`config.mk`:
```
export PLATFORM = sky130hd
export DESIGN_NAME = wake_timer_controller
export DESIGN_NICKNAME = d
export VERILOG_FILES = /design/src/rtl/wake_timer_pkg.sv /design/src/rtl/wake_timer_controller.sv /design/src/rtl/slow_tick_gen.sv /design/src/rtl/wake_down_counter.sv
export VERILOG_INCLUDE_DIRS = /design/src /design/src/rtl
export SDC_FILE = /design/constraint.sdc
export NUM_CORES = 1
export LEC_CHECK = 0
export BUFFER_PORTS_ARGS = -buffer_cell sky130_fd_sc_hd__buf_2
export CORE_MARGIN = 3
export CORE_UTILIZATION = 55
export DETAILED_ROUTE_END_ITERATION = 6
export PLACE_DENSITY = 0.86
export SKIP_CTS_REPAIR_TIMING = 1
export SYNTH_ARGS = -nofsm -noshare
export SYNTH_HDL_FRONTEND = slang
export SYNTH_SLANG_ARGS = --single-unit
export TNS_END_PERCENT = 10
```
`constraint.sdc`:
```
create_clock -name aclk -period 9 [get_ports aclk]
set_clock_uncertainty 0.05 [all_clocks]
set_input_delay 1.8 -clock aclk [delete_from_list [all_inputs] [get_ports aclk]]
set_output_delay 1.8 -clock aclk [all_outputs]
set_load 0.01 [all_outputs]
```
`src/rtl/wake_timer_consts.svh`:
```
// register indices, field positions, reset values and divider figures of the wake timer
`ifndef WAKE_TIMER_CONSTS_SVH
`define WAKE_TIMER_CONSTS_SVH

// register indices; byte address is four times the index
`define IDX_IRQ_ENABLE 12'h100
`define IDX_COUNT_A 12'h102
`define IDX_COUNT_B 12'h103
`define IDX_THRESH_A 12'h104
`define IDX_THRESH_B 12'h105
`define IDX_CONFIG_HIGH 12'h30C
`define IDX_CONFIG_LOW 12'h30D
`define IDX_VALUE_HIGH 12'h30E
`define IDX_VALUE_LOW 12'h30F
`define IDX_IRQ_STATUS 12'h320
`define IDX_IRQ_CLEAR 12'h321
`define IDX_COMMAND 12'h322
`define IDX_STATE 12'h323

// config low byte fields and used-bit masks of both config bytes
`define CFG_ARM_BIT 0
`define CFG_RETAIN_BIT 3
`define CFG_CLKSEL_BIT 4
`define CFG_EXTERNAL_CRYSTAL_OSCILLATOR_EN_BIT 5
`define CFG_INTERNAL_RC_OSCILLATOR_EN_BIT 6
`define CFG_HIGH_USED_MASK 8'h07
`define CFG_LOW_USED_MASK 8'h79

// interrupt bits, same layout in status, clear and enable
`define IRQ_COUNT_BIT 0
`define IRQ_TIMEOUT_BIT 1

// command bits
`define CMD_SLEEP_BIT 0
`define CMD_OFF_BIT 1

`define RESET_BYTE 8'h00
`define RESET_WORD 16'h0000

// slow clock dividers per prescale code
`define DIV_CODE0 17'd1
`define DIV_CODE1 17'd4
`define DIV_CODE2 17'd8
`define DIV_CODE3 17'd16
`define DIV_CODE4 17'd128
`define DIV_CODE5 17'd1034
`define DIV_CODE6 17'd8192
`define DIV_CODE7 17'd65536

`define RESP_OKAY 2'b00
`define RESP_SLVERR 2'b10

`endif

```
`src/rtl/wake_timer_pkg.sv`:
```
// types shared by the wake timer modules
package wake_timer_pkg;
	typedef enum logic [1:0] {
		ST_OFF,
		ST_SLEEP,
		ST_WAKE
	} power_state_t;
	typedef logic [2:0] prescale_t;
endpackage

```
`src/rtl/wake_timer_controller.sv`:
```
// wake-up timer controller with wake-up counting, interrupts and an AXI4-Lite register slave
//
// The AXI4-Lite interface to the registers was chosen for this implementation.
`include "wake_timer_consts.svh"
// Summary of operation
// - wake timer is a 16-bit down counter clocked through a 3-bit prescaler
// - clock select bit 4 picks RC oscillator at 1, crystal at 0; separate enables
// - bit 3 keeps retention memory powered in sleep; 0 removes it
// - timeout wakes from sleep only while arm bit 0 is set
// - prescale codes give dividers 1,4,8,16,128,1034,8192,65536 of the slow clock
// - load value is high byte over low byte; interval is value times tick
// - counting restarts from the value once both value bytes are written
// - config and value bytes are write only; reserved bits written zero
// - every hardware wake that does not exceed the threshold increments the 16-bit wake-up count
// - count exceeding the threshold is cleared to zero
// - exceeding raises masked count interrupt and moves to idle off state
// - count not above threshold sends the device back to sleep
// - each wake raises the masked timeout interrupt regardless of the threshold
module wake_timer_controller #(
	parameter int ADDR_W = 14
) (
	input wire logic aclk,
	input wire logic aresetn,
	input wire logic awvalid,
	output logic awready,
	input wire logic [ADDR_W-1:0] awaddr,
	input wire logic wvalid,
	output logic wready,
	input wire logic [31:0] wdata,
	input wire logic [3:0] wstrb,
	output logic bvalid,
	input wire logic bready,
	output logic [1:0] bresp,
	input wire logic arvalid,
	output logic arready,
	input wire logic [ADDR_W-1:0] araddr,
	output logic rvalid,
	input wire logic rready,
	output logic [31:0] rdata,
	output logic [1:0] rresp,
	input wire logic rc_osc_clk,
	input wire logic crystal_osc_clk,
	output logic rc_osc_enable,
	output logic crystal_osc_enable,
	output logic retention_power_enable,
	output logic sleep_state,
	output logic idle_off_state,
	output logic host_interrupt_pin
);
	import wake_timer_pkg::*;

	logic aw_held;
	logic w_held;
	logic [11:0] wr_idx;
	logic [7:0] wr_byte;
	logic wr_lane;
	logic do_write;
	logic [31:0] held_wdata;
	logic [3:0] held_wstrb;
	logic [7:0] config_high;
	logic [7:0] config_low;
	logic [7:0] config_high_hold;
	logic [7:0] value_high_hold;
	logic [15:0] timer_load_value;
	logic cfg_pair_open;
	logic val_pair_open;
	logic cfg_commit;
	logic val_commit;
	logic [15:0] wakeup_count;
	logic [15:0] wakeup_threshold;
	logic [1:0] irq_status;
	logic [1:0] irq_enable;
	logic [1:0] irq_set;
	logic [1:0] irq_clear;
	logic [16:0] count_plus_one;
	logic count_exceeds;
	logic tick;
	logic timeout;
	logic cmd_sleep;
	logic cmd_off;
	power_state_t state;
	power_state_t next_state;

	function automatic logic is_mapped(input logic [11:0] idx);
		is_mapped = (idx == `IDX_IRQ_ENABLE) || (idx == `IDX_COUNT_A) || (idx == `IDX_COUNT_B)
			|| (idx == `IDX_THRESH_A) || (idx == `IDX_THRESH_B)
			|| (idx == `IDX_CONFIG_HIGH) || (idx == `IDX_CONFIG_LOW)
			|| (idx == `IDX_VALUE_HIGH) || (idx == `IDX_VALUE_LOW)
			|| (idx == `IDX_IRQ_STATUS) || (idx == `IDX_IRQ_CLEAR)
			|| (idx == `IDX_COMMAND) || (idx == `IDX_STATE);
	endfunction

	function automatic logic wr_to(input logic [11:0] idx, input logic [11:0] target);
		wr_to = (idx == target);
	endfunction

	// write address and data are taken in either order, then answered
	assign awready = !aw_held && !bvalid;
	assign wready = !w_held && !bvalid;
	assign do_write = aw_held && w_held;
	assign wr_byte = held_wdata[7:0];
	assign wr_lane = held_wstrb[0];

	always_ff @(posedge aclk) begin
		if (!aresetn) begin
			aw_held <= 1'b0;
			w_held <= 1'b0;
			wr_idx <= 12'h000;
			held_wdata <= 32'h00000000;
			held_wstrb <= 4'h0;
			bvalid <= 1'b0;
			bresp <= `RESP_OKAY;
		end else begin
			if (awvalid && awready) begin
				aw_held <= 1'b1;
				wr_idx <= awaddr[13:2];
			end
			if (wvalid && wready) begin
				w_held <= 1'b1;
				held_wdata <= wdata;
				held_wstrb <= wstrb;
			end
			if (do_write) begin
				aw_held <= 1'b0;
				w_held <= 1'b0;
				bvalid <= 1'b1;
				bresp <= is_mapped(wr_idx) ? `RESP_OKAY : `RESP_SLVERR;
			end else if (bvalid && bready) begin
				bvalid <= 1'b0;
			end
		end
	end

	// paired byte writes; any other write between the two breaks the pair
	assign cfg_commit = do_write && wr_lane && cfg_pair_open
		&& wr_to(wr_idx, `IDX_CONFIG_LOW);
	assign val_commit = do_write && wr_lane && val_pair_open
		&& wr_to(wr_idx, `IDX_VALUE_LOW);

	always_ff @(posedge aclk) begin
		if (!aresetn) begin
			cfg_pair_open <= 1'b0;
			val_pair_open <= 1'b0;
			config_high_hold <= `RESET_BYTE;
			value_high_hold <= `RESET_BYTE;
		end else if (do_write) begin
			cfg_pair_open <= wr_lane && wr_to(wr_idx, `IDX_CONFIG_HIGH);
			val_pair_open <= wr_lane && wr_to(wr_idx, `IDX_VALUE_HIGH);
			if (wr_lane && wr_to(wr_idx, `IDX_CONFIG_HIGH)) begin
				config_high_hold <= wr_byte;
			end
			if (wr_lane && wr_to(wr_idx, `IDX_VALUE_HIGH)) begin
				value_high_hold <= wr_byte;
			end
		end
	end

	// reserved config bits are dropped
	always_ff @(posedge aclk) begin
		if (!aresetn) begin
			config_high <= `RESET_BYTE;
			config_low <= `RESET_BYTE;
		end else if (cfg_commit) begin
			config_high <= config_high_hold & `CFG_HIGH_USED_MASK;
			config_low <= wr_byte & `CFG_LOW_USED_MASK;
		end
	end

	// high byte over low byte
	always_ff @(posedge aclk) begin
		if (!aresetn) begin
			timer_load_value <= `RESET_WORD;
		end else if (val_commit) begin
			timer_load_value <= {value_high_hold, wr_byte};
		end
	end

	assign rc_osc_enable = config_low[`CFG_INTERNAL_RC_OSCILLATOR_EN_BIT];
	assign crystal_osc_enable = config_low[`CFG_EXTERNAL_CRYSTAL_OSCILLATOR_EN_BIT];

	slow_tick_gen u_tick (
		.aclk(aclk),
		.aresetn(aresetn),
		.rc_osc_clk(rc_osc_clk),
		.crystal_osc_clk(crystal_osc_clk),
		.rc_osc_enable(config_low[`CFG_INTERNAL_RC_OSCILLATOR_EN_BIT]),
		.crystal_osc_enable(config_low[`CFG_EXTERNAL_CRYSTAL_OSCILLATOR_EN_BIT]),
		.slow_clock_select(config_low[`CFG_CLKSEL_BIT]),
		.tick_prescale_select(config_high[2:0]),
		.restart(val_commit),
		.tick(tick)
	);

	wake_down_counter #(
		.WIDTH(16)
	) u_counter (
		.aclk(aclk),
		.aresetn(aresetn),
		.load(val_commit),
		.load_value({value_high_hold, wr_byte}),
		.tick(tick),
		.timeout(timeout)
	);

	assign cmd_sleep = do_write && wr_lane && wr_to(wr_idx, `IDX_COMMAND)
		&& wr_byte[`CMD_SLEEP_BIT];
	assign cmd_off = do_write && wr_lane && wr_to(wr_idx, `IDX_COMMAND)
		&& wr_byte[`CMD_OFF_BIT];
	assign count_plus_one = {1'b0, wakeup_count} + 17'd1;
	assign count_exceeds = count_plus_one > {1'b0, wakeup_threshold};

	// power state sequencing
	always_comb begin
		next_state = state;
		unique case (state)
			ST_OFF: begin
				if (cmd_sleep) begin
					next_state = ST_SLEEP;
				end
			end
			ST_SLEEP: begin
				if (cmd_off) begin
					next_state = ST_OFF;
				end else if (timeout && config_low[`CFG_ARM_BIT]) begin
					next_state = ST_WAKE;
				end
			end
			ST_WAKE: begin
				next_state = count_exceeds ? ST_OFF : ST_SLEEP;
			end
			default: begin
				next_state = ST_OFF;
			end
		endcase
	end

	always_ff @(posedge aclk) begin
		if (!aresetn) begin
			state <= ST_OFF;
		end else begin
			state <= next_state;
		end
	end

	assign sleep_state = (state == ST_SLEEP);
	assign idle_off_state = (state == ST_OFF);
	// memory stays powered except in sleep with retention off
	assign retention_power_enable = (state != ST_SLEEP) || config_low[`CFG_RETAIN_BIT];

	// wake-up count; a hardware wake wins over a host write
	always_ff @(posedge aclk) begin
		if (!aresetn) begin
			wakeup_count <= `RESET_WORD;
		end else if (state == ST_WAKE) begin
			wakeup_count <= count_exceeds ? `RESET_WORD : count_plus_one[15:0];
		end else if (do_write && wr_lane && wr_to(wr_idx, `IDX_COUNT_A)) begin
			wakeup_count[7:0] <= wr_byte;
		end else if (do_write && wr_lane && wr_to(wr_idx, `IDX_COUNT_B)) begin
			wakeup_count[15:8] <= wr_byte;
		end
	end

	always_ff @(posedge aclk) begin
		if (!aresetn) begin
			wakeup_threshold <= `RESET_WORD;
			irq_enable <= 2'h0;
		end else if (do_write && wr_lane) begin
			if (wr_to(wr_idx, `IDX_THRESH_A)) begin
				wakeup_threshold[7:0] <= wr_byte;
			end
			if (wr_to(wr_idx, `IDX_THRESH_B)) begin
				wakeup_threshold[15:8] <= wr_byte;
			end
			if (wr_to(wr_idx, `IDX_IRQ_ENABLE)) begin
				irq_enable <= wr_byte[1:0];
			end
		end
	end

	// sticky events; a new event wins over a clear in the same cycle
	assign irq_set = {state == ST_WAKE, (state == ST_WAKE) && count_exceeds};
	assign irq_clear = (do_write && wr_lane && wr_to(wr_idx, `IDX_IRQ_CLEAR))
		? wr_byte[1:0] : 2'h0;

	always_ff @(posedge aclk) begin
		if (!aresetn) begin
			irq_status <= 2'h0;
		end else begin
			irq_status <= (irq_status & ~irq_clear) | irq_set;
		end
	end

	assign host_interrupt_pin = |(irq_status & irq_enable);

	// reads; write-only bytes read as zero
	assign arready = !rvalid;

	always_ff @(posedge aclk) begin
		if (!aresetn) begin
			rvalid <= 1'b0;
			rdata <= 32'h00000000;
			rresp <= `RESP_OKAY;
		end else if (arvalid && arready) begin
			rvalid <= 1'b1;
			rresp <= is_mapped(araddr[13:2]) ? `RESP_OKAY : `RESP_SLVERR;
			unique case (araddr[13:2])
				`IDX_IRQ_ENABLE: rdata <= {30'h0, irq_enable};
				`IDX_COUNT_A: rdata <= {24'h0, wakeup_count[7:0]};
				`IDX_COUNT_B: rdata <= {24'h0, wakeup_count[15:8]};
				`IDX_THRESH_A: rdata <= {24'h0, wakeup_threshold[7:0]};
				`IDX_THRESH_B: rdata <= {24'h0, wakeup_threshold[15:8]};
				`IDX_IRQ_STATUS: rdata <= {30'h0, irq_status};
				`IDX_STATE: rdata <= {30'h0, state};
				default: rdata <= 32'h00000000;
			endcase
		end else if (rvalid && rready) begin
			rvalid <= 1'b0;
		end
	end
endmodule

```
`src/rtl/slow_tick_gen.sv`:
```
// synchronises the slow oscillators and divides the chosen one into tick pulses
`include "wake_timer_consts.svh"
module slow_tick_gen (
	input wire logic aclk,
	input wire logic aresetn,
	input wire logic rc_osc_clk,
	input wire logic crystal_osc_clk,
	input wire logic rc_osc_enable,
	input wire logic crystal_osc_enable,
	input wire logic slow_clock_select,
	input wire wake_timer_pkg::prescale_t tick_prescale_select,
	input wire logic restart,
	output logic tick
);
	import wake_timer_pkg::*;

	logic [1:0] rc_sync;
	logic [1:0] xo_sync;
	logic rc_last;
	logic xo_last;
	logic slow_edge;
	logic [16:0] edge_count;

	function automatic logic [16:0] divider(input prescale_t code);
		unique case (code)
			3'h0: divider = `DIV_CODE0;
			3'h1: divider = `DIV_CODE1;
			3'h2: divider = `DIV_CODE2;
			3'h3: divider = `DIV_CODE3;
			3'h4: divider = `DIV_CODE4;
			3'h5: divider = `DIV_CODE5;
			3'h6: divider = `DIV_CODE6;
			3'h7: divider = `DIV_CODE7;
		endcase
	endfunction

	always_ff @(posedge aclk) begin
		if (!aresetn) begin
			rc_sync <= 2'h0;
			xo_sync <= 2'h0;
			rc_last <= 1'b0;
			xo_last <= 1'b0;
		end else begin
			rc_sync <= {rc_sync[0], rc_osc_clk};
			xo_sync <= {xo_sync[0], crystal_osc_clk};
			rc_last <= rc_sync[1];
			xo_last <= xo_sync[1];
		end
	end

	// rising edge of the selected, enabled oscillator
	assign slow_edge = slow_clock_select ? (rc_osc_enable & rc_sync[1] & ~rc_last)
		: (crystal_osc_enable & xo_sync[1] & ~xo_last);

	// prescaler
	always_ff @(posedge aclk) begin
		if (!aresetn || restart) begin
			edge_count <= 17'd0;
			tick <= 1'b0;
		end else begin
			tick <= 1'b0;
			if (slow_edge) begin
				if (edge_count + 17'd1 >= divider(tick_prescale_select)) begin
					edge_count <= 17'd0;
					tick <= 1'b1;
				end else begin
					edge_count <= edge_count + 17'd1;
				end
			end
		end
	end
endmodule

```
`src/rtl/wake_down_counter.sv`:
```
// 16-bit down counter that raises a timeout pulse and reloads itself
module wake_down_counter #(
	parameter int WIDTH = 16
) (
	input wire logic aclk,
	input wire logic aresetn,
	input wire logic load,
	input wire logic [WIDTH-1:0] load_value,
	input wire logic tick,
	output logic timeout
);
	logic [WIDTH-1:0] count;
	logic [WIDTH-1:0] reload;
	logic running;

	// counts the load value in ticks, then one timeout
	always_ff @(posedge aclk) begin
		if (!aresetn) begin
			count <= '0;
			reload <= '0;
			running <= 1'b0;
			timeout <= 1'b0;
		end else begin
			timeout <= 1'b0;
			if (load) begin
				count <= load_value;
				reload <= load_value;
				running <= 1'b1;
			end else if (running && tick) begin
				if (count <= WIDTH'(1)) begin
					timeout <= 1'b1;
					count <= reload;
				end else begin
					count <= count - WIDTH'(1);
				end
			end
		end
	end
endmodule

```
==> impl_metrics.py <==
metrics = {
    "power_and_ir_drop": {
        "p_leak_nw": 3.629,
        "internal_power_mw": 1.161,
        "clock_power_share": 0.481,
        "power_frac_seq": 0.476,
        "power_density_nw_per_um2": 161.1,
        "sw_frac_of_total": 0.2467,
        "p_comb_frac": 0.043,
        "p_sw_uw": 380.3,
        "irDropWorstVdd_v": 0.0001457,
        "finalPower_mw": 1.541,
    },
    "routing": {
        "viasPerCell": 5.785,
        "routed_wl_um": 20920,
        "vias": 7601,
        "route.layer.met1.wl_um": 8988,
        "drt-initial-drc-count": 543,
        "ant_nets": 0,
        "first_pass_iters": 7,
        "dr_wl_met3_um": 1133,
        "wl_met2_um": 10160,
        "wl_per_cell_um": 15.92,
        "drc": 0,
        "top_layer": "met4",
    },
    "final_layout": {
        "diodes": 0,
        "drive_above_1_share": 0.1106,
        "stdcell_count": 1314,
        "area_delta_synth_final_pct": 9.984,
        "num-nets-final": 1192,
    },
    "logic_synthesis": {
        "synth_warnings": 0,
        "ys_ff_latch": 160,
        "yosysTopAreaCellShare": 0.3683,
        "synth_edf_count": 0,
        "synthFlopType": "dfxtp_1",
        "synth_top_cell_by_area": "dfxtp_1",
        "netlist_area_um2": 8697,
        "ys_types": 79,
        "avgSynthCellArea_um2": 8.182,
        "synthArstFlopShare": 0,
        "syn_inst": 1063,
        "yosys-top-cells-area": "dfxtp_1, nand2_1, a21boi_0",
        "ys_seq_area_frac": 0.3683,
    },
    "place": {
        "hpwl_um": 14100,
        "io_buffers": 62,
        "gp_congestion": 0.9840,
        "dp_cells": 1282,
    },
    "grt": {
        "grt_overflow_total": 0,
        "grt_pass1_wl_um": 34530,
        "grt_max_degree": 132,
        "grt_pass1_vias": 7195,
        "track_usage": 0.2389,
        "antenna_found_initial": 0,
    },
    "floorplan": {
        "initial_core_util": 0.5679,
        "die_width_um": 131.8,
        "core-area_um2": 15310,
        "rows": 45,
        "ios": 120,
        "dieArea_um2": 17360,
        "fp.dieH_um": 131.8,
    },
    "timing": {
        "fin_crit_ps": 4692,
        "tightest_slew_ps": 1081,
        "setup_violations": 0,
        "finalMaxSlewViolations": 0,
        "setup_tns_ps": 0,
        "rsz0062_at_grt": "no",
        "holdWs_ps": 389.6,
        "period_share": 0.5214,
        "maxSlewHeadroom": 0.2792,
        "hold_viol": 0,
        "fmax_ghz": 0.2131,
    },
    "cts": {
        "clock_latency_ps": 430,
        "clkTransAtPathRegs_ps": 70,
        "cts_tree": "done",
        "clock_sinks": 160,
        "cts_made_buffers": 17,
        "root_buffer": "clkbuf_16",
        "cts_buffer_depth": 2,
        "htreeDepth": 4,
    },
    "setup_path": {
        "worstPathMaxFanout": 11,
        "crit_required_ps": 9300,
        "cp.arrival_ps": 4990,
        "endpoint_kind": "register",
        "crit_path_start_kind": "register",
        "reg2reg_slack_ps": 4310,
        "critPathKind": "reg -> reg",
    },
    "job": {
        "max_cap_violations": 0,
    },
    "status": {
        "status": "finished, final reports clean",
    },
    "worst_hold_path": {
        "min_path_type": "reg -> reg",
    },
}
[layout by cell type, fill, tap and decap left out, types with 6 or more instances in the layout]
| cell | count |
|---|---|
| a221oi_1 | 7 |
| a21o_1 | 6 |
| nor3b_1 | 6 |
| ha_1 | 29 |
| a31oi_1 | 12 |
| nor2b_1 | 44 |
| xnor2_1 | 20 |
| o21ai_0 | 52 |
| inv_1 | 35 |
| a21oi_1 | 39 |
| nand3_1 | 37 |
| o21a_1 | 9 |
| mux2i_1 | 36 |
| nand4b_1 | 7 |
| nand2b_1 | 10 |
| clkbuf_16 | 17 |
| buf_2 | 62 |
| o211ai_1 | 6 |
| dfxtp_1 | 160 |
| or3_1 | 6 |
| a21boi_0 | 51 |
| xor2_1 | 8 |
| conb_1 | 26 |
| and3_1 | 13 |
| and2_1 | 34 |
| a22o_1 | 9 |
| nand2_1 | 157 |
| a211oi_1 | 7 |
| o221ai_1 | 6 |
| nor3_1 | 14 |
| nor2_1 | 74 |
| nand4_1 | 15 |
[critical path: stages, from the launching register on]
cell and delay (ps):
dfxtp_1 450, ha_1 250, and4_1 240, or3b_1 430, and2_1 200, or2_2 300, ha_1 310, a21o_1 180
a21o_1 180, a21o_1 200, o31ai_2 630, nand2_1 450, or3b_2 560, a31oi_1 180
[cell type report]
| type | instances | area, um2 |
|---|---|---|
| fill | 1315 | 5749 |
| multi-input combinational | 811 | 5035 |
| sequential | 160 | 3203 |
| clock buffer | 17 | 425.4 |
| timing repair buffer | 65 | 332.8 |
| tap | 211 | 264.0 |
| clock inverter | 15 | 173.9 |
| inverter | 35 | 131.4 |
[path summary, 6_finish.rpt]
check / cells after the start / endpoint / startpoint
setup / recovery: 13 / wakeup_count[13] / wakeup_count[0]
hold / removal: 1 / u_tick.rc_sync[1] / u_tick.rc_sync[0]
setup reg to reg: 13 / wakeup_count[13] / wakeup_count[0]
hold reg to reg: 1 / u_tick.rc_sync[1] / u_tick.rc_sync[0]
[registers in the layout, indices dropped and copies added, names as in the netlist, 3 cells and up, named ones only]
register / flops
config_high: 3
config_high_hold: 3
config_low: 5
held_wdata: 8
rdata: 8
u_counter.count: 16
u_counter.reload: 16
u_tick.edge_count: 17
value_high_hold: 8
wakeup_count: 16
wakeup_threshold: 16
wr_idx: 12
[metrics by stage]
step	utilization	setup slack, ps	instance area [um2]
CTS	0.6246	4434	9565
global route	0.6246	4079	9565
detailed placement	0.5855	4475	8966
global placement	0.5855	4567	8966
floorplan	-	5329	8791
finish	0.6246	4308	9565
[power groups by stage]
| stage | clock network, mW | logic (mW) | registers (mW) |
|---|---|---|---|
| final | 0.742 | 0.0665 | 0.733 |
| after floorplan | 0 | 0.0560 | 0.741 |
| after global routing | 0.773 | 0.0748 | 0.734 |
| after detailed placement | 0 | 0.0658 | 0.749 |
| after CTS | 0.743 | 0.0664 | 0.733 |
| after global placement | 0 | 0.0642 | 0.748 |
[synth_stat cells, types with 3 or more instances]
| cell | n |
|---|---|
| nand2_1 | 157 |
| nor3_1 | 14 |
| clkbuf_1 | 44 |
| buf_2 | 9 |
| or3_1 | 6 |
| xnor2_1 | 20 |
| nor3b_1 | 6 |
| a221oi_1 | 7 |
| and3_1 | 13 |
| a31oi_1 | 12 |
| or2_2 | 4 |
| a21oi_1 | 39 |
| dfxtp_1 | 160 |
| nand3_1 | 37 |
| a22o_1 | 9 |
| nor2b_1 | 44 |
| and4_1 | 4 |
| buf_4 | 27 |
| a2111oi_0 | 3 |
| o211ai_1 | 6 |
| ha_1 | 29 |
| mux2i_1 | 36 |
| and2_1 | 34 |
| xor2_1 | 8 |
| o22ai_1 | 5 |
| o221ai_1 | 6 |
| nand4b_1 | 7 |
| nand2b_1 | 10 |
| a211oi_1 | 7 |
| inv_1 | 35 |
| nor4_1 | 5 |
| nor2_1 | 74 |
| o21ai_0 | 52 |
| nand4_1 | 15 |
| a21boi_0 | 51 |
| o21a_1 | 9 |
| or4_4 | 3 |
| a21o_1 | 6 |
[logic make-up (layout without fill, tap and decap cells)]
| kind of cell | after synthesis | after routing | share of synthesized area |
|---|---|---|---|
| compound gates | 237 | 237 | 0.1863 |
| xor+xnor | 29 | 29 | 0.03007 |
| fa+ha+maj | 29 | 29 | 0.04172 |
| buf+inv | 117 | 132 | 0.06359 |
| flops | 160 | 160 | 0.3683 |
| mux | 36 | 36 | 0.04143 |
| other cells | 1 | 26 | 0.0004312 |
| simple gates | 454 | 454 | 0.2682 |
[per-layer routing]
metal | vias up | GRT usage
li1 | 3726 | -
met1 | 3587 | 0.2913
met2 | 234 | 0.4123
met3 | 54 | 0.04733
met4 | 0 | 0.1015
met5 | - | 0
No activity file was read; power rests on OpenSTA's default activity.
